[src/ctc_pkg.sv]
// Purpose: shared constants and types for the card time-out counter
// Assumes: one core clock, APB register access
// Notes: counter stages tick once per ETU strobe
package ctc_pkg;

  // ************************************************************
  // register map
  // ************************************************************
  localparam logic [7:0] ADDR_CONFIG = 8'h00;
  localparam logic [7:0] ADDR_RELOAD_LOW = 8'h04;
  localparam logic [7:0] ADDR_RELOAD_MID = 8'h08;
  localparam logic [7:0] ADDR_RELOAD_HIGH = 8'h0C;
  localparam logic [7:0] ADDR_STATUS = 8'h10;
  localparam logic [7:0] ADDR_COUNT = 8'h14;
  localparam int STATUS_SHORT_BIT = 0;
  localparam int STATUS_LONG_BIT = 1;
  localparam logic [7:0] RESET_BYTE = 8'h00;

  // ************************************************************
  // configuration codes
  // ************************************************************
  localparam logic [7:0] CFG_STOP = 8'h00;
  localparam logic [7:0] CFG_05 = 8'h05;
  localparam logic [7:0] CFG_61 = 8'h61;
  localparam logic [7:0] CFG_65 = 8'h65;
  localparam logic [7:0] CFG_68 = 8'h68;
  localparam logic [7:0] CFG_71 = 8'h71;
  localparam logic [7:0] CFG_75 = 8'h75;
  localparam logic [7:0] CFG_7C = 8'h7C;
  localparam logic [7:0] CFG_85 = 8'h85;
  localparam logic [7:0] CFG_E5 = 8'hE5;
  localparam logic [7:0] CFG_F1 = 8'hF1;
  localparam logic [7:0] CFG_F5 = 8'hF5;

  // ************************************************************
  // timing
  // ************************************************************
  localparam int GUARD_ETU = 12;
  localparam logic [3:0] GUARD_LAST = 4'(GUARD_ETU - 1);

  typedef struct packed {
    logic c1_keep;
    logic c1_sb;
    logic w16_now;
    logic w16_sb;
    logic w24_now;
    logic w24_sb;
    logic guard1;
    logic guard16;
  } ctc_mode_t;

  typedef struct packed {
    logic sel;
    logic enable;
    logic write;
    logic [7:0] addr;
    logic [31:0] wdata;
  } ctc_apb_req_t;

  // decode of the configuration byte; unlisted codes behave as stop
  function automatic ctc_mode_t ctc_decode(input logic [7:0] cfg);
    ctc_mode_t m;
    m = '0;
    unique case (cfg)
      CFG_05: m.c1_keep = 1'b1;
      CFG_61: m.w16_now = 1'b1;
      CFG_65:
      begin
        m.c1_sb = 1'b1;
        m.w16_now = 1'b1;
      end
      CFG_68: m.w24_now = 1'b1;
      CFG_71: m.w16_sb = 1'b1;
      CFG_75:
      begin
        m.c1_sb = 1'b1;
        m.w16_sb = 1'b1;
      end
      CFG_7C: m.w24_sb = 1'b1;
      CFG_85:
      begin
        m.c1_keep = 1'b1;
        m.guard1 = 1'b1;
        m.guard16 = 1'b1;
      end
      CFG_E5:
      begin
        m.c1_sb = 1'b1;
        m.w16_now = 1'b1;
        m.guard1 = 1'b1;
      end
      CFG_F1:
      begin
        m.w16_sb = 1'b1;
        m.guard16 = 1'b1;
      end
      CFG_F5:
      begin
        m.c1_sb = 1'b1;
        m.w16_sb = 1'b1;
        m.guard1 = 1'b1;
        m.guard16 = 1'b1;
      end
      default: m = '0;
    endcase
    return m;
  endfunction

endpackage

[src/ctc_stage.sv]
// Purpose: loadable down-counting stage of the time-out counter
// Assumes: load has priority over decrement
// Notes: wraps below zero, borrow chaining done by the caller
`timescale 1ns/10ps
`default_nettype none
module ctc_stage #(
  parameter int WIDTH = 8
) (
  input wire logic clk,
  input wire logic rst_n,
  input wire logic load,
  input wire logic [WIDTH-1:0] load_val,
  input wire logic dec,
  output logic [WIDTH-1:0] count
);

  logic [WIDTH-1:0] count_q;
  logic [WIDTH-1:0] count_d;

  // ************************************************************
  // next count
  // ************************************************************
  always_comb
  begin
    count_d = count_q;
    if (load)
    begin
      count_d = load_val;
    end
    else if (dec)
    begin
      count_d = count_q - WIDTH'(1);
    end
  end

  always_ff @(posedge clk or negedge rst_n)
  begin
    if (!rst_n)
    begin
      count_q <= '0;
    end
    else
    begin
      count_q <= count_d;
    end
  end

  assign count = count_q;

endmodule
`default_nettype wire

[src/ctc_timeout_counter.sv]
// Purpose: 24-bit ETU time-out counter of the card reader, APB slave
// Assumes: ETU_TICK one-cycle strobe, CARD_IO already synchronised
// Notes: no wait state, PREADY is registered from the setup phase
//
// Decided for this implementation: the APB interface to the registers and the register offsets.
`timescale 1ns/10ps
`default_nettype none

// Summary of operation
// - 75h: 8-bit auto-reload from first start bit
// - 8-bit terminal: pulse, short flag, reload again
// - 75h: 16-bit loads each start bit
// - mid/high rewrite used at next start bit
// - writing 00h stops all counters
// - 7Ch: 24-bit chain reloads each start bit
// - 24-bit reload change used at next start
// - 85h: as 05h, stop after 12 ETU
// - E5h: as 65h, 8-bit stops at 12 ETU
// - F1h: as 71h, 16-bit stops at 12 ETU
// - F5h: as 75h, both stop at 12 ETU
// - 05h: 16-bit stopped, 8-bit keeps running
// - 65h: 16-bit starts at configuration write
// - 71h: 8-bit stopped, 16-bit start-bit retriggered
// - 16-bit terminal: pulse and long flag
module ctc_timeout_counter (
  input wire logic CORE_CLK,
  input wire logic RST_N,
  input wire logic PSEL,
  input wire logic PENABLE,
  input wire logic PWRITE,
  input wire logic [7:0] PADDR,
  input wire logic [31:0] PWDATA,
  output logic [31:0] PRDATA,
  output logic PREADY,
  output logic PSLVERR,
  input wire logic ETU_TICK,
  input wire logic CARD_IO,
  output logic SHORT_TIMEOUT_IRQ,
  output logic LONG_TIMEOUT_IRQ,
  output logic SHORT_TIMEOUT_FLAG,
  output logic LONG_TIMEOUT_FLAG
);

  // ************************************************************
  // declarations
  // ************************************************************
  ctc_pkg::ctc_apb_req_t req;
  ctc_pkg::ctc_mode_t mode_q, mode_d;
  logic [7:0] timeout_config_q, timeout_config_d;
  logic [7:0] reload_low_byte_q, reload_low_byte_d;
  logic [7:0] reload_mid_byte_q, reload_mid_byte_d;
  logic [7:0] reload_high_byte_q, reload_high_byte_d;
  logic short_flag_q, short_flag_d;
  logic long_flag_q, long_flag_d;
  logic short_irq_q, short_irq_d;
  logic long_irq_q, long_irq_d;
  logic [31:0] prdata_q, prdata_d;
  logic pready_q, pready_d;
  logic pslverr_q, pslverr_d;
  logic run1_q, run1_d;
  logic run16_q, run16_d;
  logic run24_q, run24_d;
  logic arm1_q, arm1_d;
  logic guard_arm_q, guard_arm_d;
  logic guard_on_q, guard_on_d;
  logic [3:0] guard_cnt_q, guard_cnt_d;
  logic io_prev_q;
  logic start_bit;
  logic access;
  logic cfg_wr;
  logic mapped;
  logic lo_load, lo_dec, hi_load, hi_dec;
  logic [7:0] lo_val, lo_cnt;
  logic [15:0] hi_val, hi_cnt;
  logic short_tc, long_tc;
  logic guard_end;

  assign req = '{sel: PSEL, enable: PENABLE, write: PWRITE, addr: PADDR, wdata: PWDATA};
  assign access = req.sel && req.enable && pready_q;
  assign cfg_wr = access && req.write && (req.addr == ctc_pkg::ADDR_CONFIG);
  assign start_bit = io_prev_q && !CARD_IO;
  assign guard_end = guard_on_q && ETU_TICK && (guard_cnt_q == ctc_pkg::GUARD_LAST);

  // ************************************************************
  // counter stages
  // ************************************************************
  ctc_stage #(.WIDTH(8)) u_stage_low (
    .clk(CORE_CLK),
    .rst_n(RST_N),
    .load(lo_load),
    .load_val(lo_val),
    .dec(lo_dec),
    .count(lo_cnt)
  );

  ctc_stage #(.WIDTH(16)) u_stage_wide (
    .clk(CORE_CLK),
    .rst_n(RST_N),
    .load(hi_load),
    .load_val(hi_val),
    .dec(hi_dec),
    .count(hi_cnt)
  );

  // ************************************************************
  // counter control
  // ************************************************************
  always_comb
  begin
    mode_d = mode_q;
    run1_d = run1_q;
    run16_d = run16_q;
    run24_d = run24_q;
    arm1_d = arm1_q;
    guard_arm_d = guard_arm_q;
    guard_on_d = guard_on_q;
    guard_cnt_d = guard_cnt_q;
    lo_load = 1'b0;
    lo_dec = 1'b0;
    hi_load = 1'b0;
    hi_dec = 1'b0;
    lo_val = reload_low_byte_q;
    hi_val = {reload_high_byte_q, reload_mid_byte_q};
    short_tc = 1'b0;
    long_tc = 1'b0;
    // 8-bit auto-reload stage
    if (run1_q && ETU_TICK)
    begin
      if (lo_cnt == 8'h01)
      begin
        short_tc = 1'b1;
        lo_load = 1'b1;
      end
      else
      begin
        lo_dec = 1'b1;
      end
    end
    // 16-bit stage, one shot per start
    if (run16_q && ETU_TICK)
    begin
      if (hi_cnt == 16'h0001)
      begin
        long_tc = 1'b1;
        run16_d = 1'b0;
      end
      else
      begin
        hi_dec = 1'b1;
      end
    end
    // 24-bit chain, borrow from low into wide stage
    if (run24_q && ETU_TICK)
    begin
      if (hi_cnt == 16'h0000 && lo_cnt == 8'h01)
      begin
        long_tc = 1'b1;
        run24_d = 1'b0;
      end
      lo_dec = 1'b1;
      hi_dec = (lo_cnt == 8'h00);
    end
    // start bits on the card line
    if (start_bit)
    begin
      if (arm1_q)
      begin
        arm1_d = 1'b0;
        run1_d = 1'b1;
        lo_load = 1'b1;
      end
      if (mode_q.w16_sb)
      begin
        run16_d = 1'b1;
        hi_load = 1'b1;
      end
      if (mode_q.w24_sb)
      begin
        run24_d = 1'b1;
        lo_load = 1'b1;
        hi_load = 1'b1;
      end
      if (guard_arm_q)
      begin
        guard_arm_d = 1'b0;
        guard_on_d = 1'b1;
        guard_cnt_d = '0;
      end
    end
    // twelve ETU guard after the first start bit
    if (guard_on_q && ETU_TICK)
    begin
      guard_cnt_d = guard_cnt_q + 4'h1;
    end
    if (guard_end)
    begin
      guard_on_d = 1'b0;
      if (mode_q.guard1)
      begin
        run1_d = 1'b0;
        arm1_d = 1'b0;
      end
      if (mode_q.guard16)
      begin
        run16_d = 1'b0;
        mode_d.w16_sb = 1'b0;
      end
    end
    // configuration write overrides the control above, except this cycle's 8-bit decrement and terminal pulses
    if (cfg_wr)
    begin
      mode_d = ctc_pkg::ctc_decode(req.wdata[7:0]);
      run1_d = mode_d.c1_keep ? run1_q : 1'b0;
      arm1_d = mode_d.c1_keep ? arm1_q : mode_d.c1_sb;
      run16_d = mode_d.w16_now;
      run24_d = mode_d.w24_now;
      hi_load = mode_d.w16_now || mode_d.w24_now;
      lo_load = mode_d.w24_now || (mode_d.c1_keep && short_tc);
      hi_dec = 1'b0;
      lo_dec = lo_dec && !lo_load;
      guard_arm_d = mode_d.guard1 || mode_d.guard16;
      guard_on_d = 1'b0;
      guard_cnt_d = '0;
    end
  end

  // ************************************************************
  // register file
  // ************************************************************
  always_comb
  begin
    timeout_config_d = timeout_config_q;
    reload_low_byte_d = reload_low_byte_q;
    reload_mid_byte_d = reload_mid_byte_q;
    reload_high_byte_d = reload_high_byte_q;
    short_flag_d = short_flag_q;
    long_flag_d = long_flag_q;
    prdata_d = prdata_q;
    pslverr_d = pslverr_q;
    pready_d = 1'b0;
    mapped = 1'b1;
    unique case (req.addr)
      ctc_pkg::ADDR_CONFIG: prdata_d = {24'h000000, timeout_config_q};
      ctc_pkg::ADDR_RELOAD_LOW: prdata_d = {24'h000000, reload_low_byte_q};
      ctc_pkg::ADDR_RELOAD_MID: prdata_d = {24'h000000, reload_mid_byte_q};
      ctc_pkg::ADDR_RELOAD_HIGH: prdata_d = {24'h000000, reload_high_byte_q};
      ctc_pkg::ADDR_STATUS: prdata_d = {30'h00000000, long_flag_q, short_flag_q};
      ctc_pkg::ADDR_COUNT: prdata_d = {8'h00, hi_cnt, lo_cnt};
      default:
      begin
        prdata_d = 32'h00000000;
        mapped = 1'b0;
      end
    endcase
    if (req.sel && !req.enable)
    begin
      pready_d = 1'b1;
      pslverr_d = !mapped;
    end
    else if (!access)
    begin
      prdata_d = prdata_q;
    end
    if (access && req.write)
    begin
      unique case (req.addr)
        ctc_pkg::ADDR_CONFIG: timeout_config_d = req.wdata[7:0];
        ctc_pkg::ADDR_RELOAD_LOW: reload_low_byte_d = req.wdata[7:0];
        ctc_pkg::ADDR_RELOAD_MID: reload_mid_byte_d = req.wdata[7:0];
        ctc_pkg::ADDR_RELOAD_HIGH: reload_high_byte_d = req.wdata[7:0];
        ctc_pkg::ADDR_STATUS:
        begin
          if (req.wdata[ctc_pkg::STATUS_SHORT_BIT])
          begin
            short_flag_d = 1'b0;
          end
          if (req.wdata[ctc_pkg::STATUS_LONG_BIT])
          begin
            long_flag_d = 1'b0;
          end
        end
        default: pslverr_d = pslverr_q;
      endcase
    end
    // hardware set wins over a clear in the same cycle
    if (short_tc)
    begin
      short_flag_d = 1'b1;
    end
    if (long_tc)
    begin
      long_flag_d = 1'b1;
    end
    short_irq_d = short_tc;
    long_irq_d = long_tc;
  end

  always_ff @(posedge CORE_CLK or negedge RST_N)
  begin
    if (!RST_N)
    begin
      mode_q <= '0;
      run1_q <= 1'b0;
      run16_q <= 1'b0;
      run24_q <= 1'b0;
      arm1_q <= 1'b0;
      guard_arm_q <= 1'b0;
      guard_on_q <= 1'b0;
      guard_cnt_q <= '0;
      io_prev_q <= 1'b1;
      timeout_config_q <= ctc_pkg::RESET_BYTE;
      reload_low_byte_q <= ctc_pkg::RESET_BYTE;
      reload_mid_byte_q <= ctc_pkg::RESET_BYTE;
      reload_high_byte_q <= ctc_pkg::RESET_BYTE;
      short_flag_q <= 1'b0;
      long_flag_q <= 1'b0;
      short_irq_q <= 1'b0;
      long_irq_q <= 1'b0;
      prdata_q <= '0;
      pready_q <= 1'b0;
      pslverr_q <= 1'b0;
    end
    else
    begin
      mode_q <= mode_d;
      run1_q <= run1_d;
      run16_q <= run16_d;
      run24_q <= run24_d;
      arm1_q <= arm1_d;
      guard_arm_q <= guard_arm_d;
      guard_on_q <= guard_on_d;
      guard_cnt_q <= guard_cnt_d;
      io_prev_q <= CARD_IO;
      timeout_config_q <= timeout_config_d;
      reload_low_byte_q <= reload_low_byte_d;
      reload_mid_byte_q <= reload_mid_byte_d;
      reload_high_byte_q <= reload_high_byte_d;
      short_flag_q <= short_flag_d;
      long_flag_q <= long_flag_d;
      short_irq_q <= short_irq_d;
      long_irq_q <= long_irq_d;
      prdata_q <= prdata_d;
      pready_q <= pready_d;
      pslverr_q <= pslverr_d;
    end
  end

  // ************************************************************
  // outputs
  // ************************************************************
  assign PRDATA = prdata_q;
  assign PREADY = pready_q;
  assign PSLVERR = pslverr_q;
  assign SHORT_TIMEOUT_IRQ = short_irq_q;
  assign LONG_TIMEOUT_IRQ = long_irq_q;
  assign SHORT_TIMEOUT_FLAG = short_flag_q;
  assign LONG_TIMEOUT_FLAG = long_flag_q;

endmodule
`default_nettype wire

[config.mk]
export PLATFORM = sky130hd
export DESIGN_NAME = ctc_timeout_counter
export DESIGN_NICKNAME = d
export VERILOG_FILES = /design/src/ctc_pkg.sv /design/src/ctc_stage.sv /design/src/ctc_timeout_counter.sv
export SDC_FILE = /design/constraint.sdc
export NUM_CORES = 1
export LEC_CHECK = 0
export ABC_AREA = 1
export BUFFER_PORTS_ARGS = -buffer_cell sky130_fd_sc_hd__buf_2
export CAP_MARGIN = 20
export CORE_ASPECT_RATIO = 0.75
export CORE_MARGIN = 2
export CORE_UTILIZATION = 42
export DETAILED_ROUTE_END_ITERATION = 16
export PLACE_DENSITY = 0.66
export SYNTH_ARGS = -nofsm -noshare
export SYNTH_HDL_FRONTEND = slang
export SYNTH_SLANG_ARGS = --single-unit
[constraint.sdc]
create_clock -name CORE_CLK -period 1.9 [get_ports CORE_CLK]
set_clock_uncertainty 0.05 [all_clocks]
set_input_delay 0.19 -clock CORE_CLK [delete_from_list [all_inputs] [get_ports CORE_CLK]]
set_output_delay 0.19 -clock CORE_CLK [all_outputs]
set_load 0.1 [all_outputs]
======== Word level (Yosys, flattened, before mapping) ========
Index checks and enable logic that the tools add are counted.
storage, ports and cells
  bits in registers ....................... 110
  logic and storage cells ................. 198
  memory bits (read-only) ................. 0
  memory bits (writable) .................. 0
  memories ................................ 0
  latch bits .............................. 0
  output and inout port bits .............. 38
operators by class
  multiply operators ...................... 0
  $lt $le $gt $ge ......................... 0
  eq/ne operators ......................... 21
  muxes and demuxes ....................... 91
  $add $sub $neg .......................... 3
  bitwise operators ....................... 0
  reductions and logical operators ........ 57
  shift-type cells ........................ 0
  div/mod/pow operators ................... 0
operators by type and width
  cell                     number
  $pmux W24 S6             1
  $mux W1                  79
  $mux W32                 2
  $eq A8 B7 Y1 const B     6
  $eq A8 B8 Y1 const B     4
  $mux W16                 2
  $reduce_bool A2 Y1       12
  $eq A16 B1 Y1 const B    1
  $eq A8 B3 Y1 const B     2
  $eq A8 B4 Y1 const B     2
  $eq A8 B5 Y1 const B     2
  $logic_not A16 Y1        1
  $logic_not A8 Y1         2
  $mux W4                  4
  $mux W8                  2
  $sub A16 B1 Y16 const B  1
  $logic_and A1 B1 Y1      14
  $reduce_and A2 Y1        7
  $reduce_bool A3 Y1       4
  $reduce_or A3 Y1         3
  $eq A8 B1 Y1 const B     1
  $reduce_or A4 Y1         2
  $sub A8 B1 Y8 const B    1
  $reduce_and A3 Y1        2
  9 further kinds          15

======== Logic depth before layout (Yosys ltp) ========
  word-level depth ........................ 12
  gate-level depth with buffers ........... 13

======== Hierarchy ========
Synthesis repeated with hierarchy kept, for this count alone.
unflattened totals
  cell total of the unflattened synthesis .. 717
  area total of the unflattened synthesis .. 5630.4 sq um
by module, submodules not included
  module                     cells an instance  area each (sq um)  times used
  ctc_timeout_counter        503                3982.6             1
  ctc_stage at u_stage_wide  143                1096.1             1
  ctc_stage at u_stage_low   71                 551.8              1

======== Worst setup path before layout ========
No wires, ideal clock.
  path kind ............................... register to register
  start ................................... reg pready_q (netlist: PREADY)
  end ..................................... reg u_stage_wide.count_q[14] (netlist: u_stage_wide.count[14])
  arrival time ............................ 2131 ps
  data required time ...................... 1726 ps
  cell stages (with the launch flop) ...... 12
  clock period less this slack ............ 2305 ps
  buffers on the path ..................... 2
  path slack .............................. -405 ps
  cell sequence ........................... dfrtp_1 nand2_1 nor2_8 nand2_4 buf_6 inv_4 nand2_2 nand3_4 buf_8 nor2_2 nand2_1 nand3_1
between the ends
  longest elaborated chain between the ends .. 5
  elaborated cells between the ends (all ways) .. 7
  classes of those cells .................. mux: 3; reduce/logical: 4
RTL lines
  element                                         RTL line                    source
  start: declaration                              ctc_timeout_counter.sv:58   logic pready_q, pready_d;
  start signal: assignment                        ctc_timeout_counter.sv:343  pready_q <= pready_d;
  $logic_and A1 B1 Y1 (*)                         ctc_timeout_counter.sv:79   assign access = req.sel && req.enable && pready_q;
  $logic_and A1 B1 Y1 (*) (2 in a row)            ctc_timeout_counter.sv:80   assign cfg_wr = access && req.write && (req.addr == ctc_pkg::ADDR_CONFIG);
  $mux W1                                         ctc_timeout_counter.sv:210  if (cfg_wr)
  $mux W16 or $reduce_bool A2 Y1 (tied branches)  -
  end signal: assignment                          ctc_stage.sv:44             count_q <= count_d;
  end: declaration                                ctc_stage.sv:17             logic [WIDTH-1:0] count_q;
Mark *: on every way between the ends. The rest lies on a longest branch, timed or not.
A chain may end at the register's enable or synchronous reset.

======== Worst setup path after layout ========
  start ................................... reg io_prev_q
  end ..................................... reg u_stage_wide.count_q[9] (netlist: u_stage_wide.count[9])
between the ends
  longest elaborated chain between the ends .. 4
  elaborated cells between the ends (all ways) .. 5
  classes of those cells .................. mux: 3; reduce/logical: 2
RTL lines
  element                                         RTL line                    source
  start: declaration                              ctc_timeout_counter.sv:67   logic io_prev_q;
  start signal: assignment                        ctc_timeout_counter.sv:310  io_prev_q <= 1'b1;
  start signal: assignment                        ctc_timeout_counter.sv:333  io_prev_q <= CARD_IO;
  $logic_and A1 B1 Y1 (*)                         ctc_timeout_counter.sv:81   assign start_bit = io_prev_q && !CARD_IO;
  $mux W1 (*)                                     ctc_timeout_counter.sv:164  if (start_bit)
  $mux W1 (*)                                     ctc_timeout_counter.sv:210
  $mux W16 or $reduce_bool A2 Y1 (tied branches)  -
Marks and branches as above.

==> impl_metrics.csv <==
group,metric,value,unit
outcome,status,"finished, final reports clean",
floorplan,fp.dieH,105,um
grt,grt_max_degree,36,
sta,tns,0,ns
routing,dr_total_vias,5258,
floorplan,placementRows,36,
final_layout,layout.nets,911,
sta,finalMaxSlewViolations,0,
synth,syn-cell-area,0.00571,sq mm
sta,max_freq,550,MHz
sta,rsz0062_at_grt,"yes",
clocking,root_buffer,"clkbuf_16",
clocking,clk_latency,0.35,ns
floorplan,fp.dieW,139,um
synth,yosys_warnings,0,
final_layout,fillers,1265,
worst_setup_path,path_delay_family,"simple AND/OR/NAND/NOR gates",
synth,synth_compound_area_frac,0.0786,
synth,muxShareOfSynthArea,0,
synth,synth_xor_area_frac,0.0245,
clocking,htree_levels,3,
worst_setup_path,crit_path_max_fanout,11,
final_layout,layout_commonest_cell,"nand2_1",
routing,finalWirelength,15.6,mm
final_layout,antenna_cells,0,
routing,dr.pass1.iters,5,
sta,period_needed,1.82,ns
job,max_cap_viol_count,0,
synth,ys_seq_area_frac,0.443,
worst_setup_path,crit_slowest_cell,"dfstp_2",
worst_setup_path,end_kind,"flop",
floorplan,die_area,0.0146,sq mm
floorplan,coreArea,0.0132,sq mm
worst_setup_path,cp.required,2.08,ns
sta,post-route-period-util,0.958,
worst_setup_path,start_kind,"flop",
final_layout,drive_gt1_frac,0.225,
clocking,clockBufferDepth,2,
routing,via_per_inst,5.09,
grt,antenna_found_initial,0,
floorplan,initial_core_util,0.434,
grt,grt_pass1_wl,25.1,mm
synth,synth_cell_types,42,
synth,syn_area_per_cell,7.69,sq um
sta,hold_violations,0,
grt,grt_usage,0.216,
grt,first_global_vias,4822,
placement,post-dp-hpwl,11.7,mm
clocking,clk_pin_slew,0.07,ns
worst_setup_path,r2r_slack,0.08,ns
power_and_ir_drop,total_power,7.63,mW
worst_setup_path,worstSetupPathType,"reg -> reg",
routing,drtIter0Drc,385,
synth,synthAdderAreaFrac,0.0131,
grt,gr-total-overflow,0,
sta,setup_viol,0,
clocking,cts_inserted_buffers,9,
worst_setup_path,worstPathCellList,"inv_1, or2_2, a21oi_4, nand2_4, nand2_2, nor2_4, buf_4, nand3_1, nand3_1",
routing,wl_per_cell,15.0,um
worst_setup_path,cp_common_cell,"nand3_1",
placement,gp_congestion,0.929,
power_and_ir_drop,ir_drop,0.783,mV
synth,yosys.area_share.simple,0.357,
min_path,hp-class,"in -> reg",
synth,synth_top_family_by_area,"simple AND/OR/NAND/NOR gates",
final_layout,area_growth_syn_to_layout,21.8,%
power_and_ir_drop,p_per_area,1100,mW/mm^2
power_and_ir_drop,leakagePower,3.72,nW
worst_setup_path,cp_slowest_stage_delay,0.51,ns
worst_setup_path,worstPathArrival,2.00,ns
placement,numPortBuffers,52,
routing,drc,0,
synth,synth-seq-cells,101,
synth,synth_cells,743,
clocking,clock_sinks,101,
final_layout,final_cell_mix,"259 x nand2_1, 99 x dfrtp_1, 77 x nand3_1",
routing,ant_nets,0,
floorplan,pin_count,85,
worst_setup_path,path_buf_inv,2,
clocking,cts_tree,"yes",
==> cell usage after synthesis, drive strengths merged <==
library cell  number  area [sq um]
nand2            271          1080
dfrtp            100          2500
nand3             82           450
inv               69           269
nor2              68           382
o21ai             53           265
buf               18           166
o31ai             12          90.1
xor2              12           105
a21oi              9          45.0
clkbuf             9          33.8
nand4              8          50.1
nor3               7          51.3
ha                 6          75.1
xnor2              4          35.0
o22ai              3          18.8
clkinv             2          8.75
o211ai             2          15.0
or2                2          12.5
a21o               1          7.51
a22oi              1          7.51
and3               1          6.26
conb               1          3.75
dfstp              1          26.3
nand3b             1          7.51
==> worst register-to-register path: stages, from the launching register on <==
cell     delay [ns]
dfstp_2        0.51
inv_1          0.03
or2_2          0.34
a21oi_4        0.16
nand2_4        0.06
nand2_2        0.13
nor2_4         0.11
buf_4          0.17
nand3_1        0.06
nand3_1        0.08
==> area by class of cell <==
cell class              count  area, sq um  area share
flip-flops and latches    101         2530       0.364
well taps                 171          214      0.0307
clock inverters             7         91.3      0.0131
clock buffers               9          225      0.0324
repair buffers            122          835       0.120
multi-input cells         553         2780       0.400
inverters                  71          278      0.0399
==> metal layers <==
layer	part of all wire	vias up	global-route usage	wire (um)
met5	0	-	0	0
met4	0.0090	0	0.0447	140
met3	0.086	12	0.0527	1340
met2	0.40	179	0.295	6150
met1	0.51	2463	0.341	7930
li1	-	2604	-	-
==> report_power, final <==
| part | internal [mW] | switching [mW] |
|---|---|---|
| Combinational | 1.17 | 1.85 |
| Sequential | 2.45 | 0.216 |
| Clock | 1.05 | 0.889 |
==> per-stage QoR <==
step / area (sq um) / hold WS [ns] / setup WS [ns] / cells / utilization
2_1_floorplan: 5740 / -0.156 / 0.0332 / 750 / -
3_3_place_gp: 6550 / 0.120 / -0.0189 / 1012 / 0.498
3_5_place_dp: 6550 / 0.124 / -0.0763 / 1012 / 0.498
4_1_cts: 6900 / 0.0798 / 0.0363 / 1031 / 0.525
5_1_grt: 6960 / 0.0994 / -0.0121 / 1034 / 0.529
6_report: 6960 / 0.0825 / 0.0803 / 1034 / 0.529
==> registers in the layout, summed over array words and instances, names as in the netlist, 4 cells and up <==
signal	flops
reload_mid_byte_q	8
guard_cnt_q	4
u_stage_wide.count	16
u_stage_low.count	8
PRDATA	24
lo_val	8
mode_q	4
reload_high_byte_q	8
timeout_config_q	8
==> worst paths after layout <==
| check | from | end | cells past startpoint |
|---|---|---|---|
| min | PWDATA[5] | arm1_q$_DFFE_PN0P_ | 3 |
| min reg2reg | PRDATA[20]$_DFFE_PN0P_ | PRDATA[20]$_DFFE_PN0P_ | 2 |
| max | io_prev_q$_DFF_PN1_ | u_stage_wide.count[9]$_DFFE_PN0P_ | 9 |
| max in group asynchronous | RST_N | PREADY$_DFF_PN0_ | 3 |
| min in group asynchronous | RST_N | PRDATA[21]$_DFFE_PN0P_ | 2 |
| max reg2reg | io_prev_q$_DFF_PN1_ | u_stage_wide.count[9]$_DFFE_PN0P_ | 9 |
==> repair_timing <==
item                                    4_1_cts  5_1_grt
hold buffers                                  2        0
endpoints found under the setup margin        9       23
gates resized for setup                       2        7
gates cloned                                  1        1
pin swaps                                     2        2
buffers inserted                              0        2
endpoints found under the hold margin        30        0
==> kinds of logic after synthesis <==
| kind of cell | count (synthesis) |
|---|---|
| DFF | 101 |
| buffers and inverters | 98 |
| AOI/OAI and AO/OA | 81 |
| xor gates and xnor gates | 16 |
| adders and majority gates | 6 |
| other | 1 |
| and+or+nand+nor | 440 |
(Power assumes the default switching activity.)
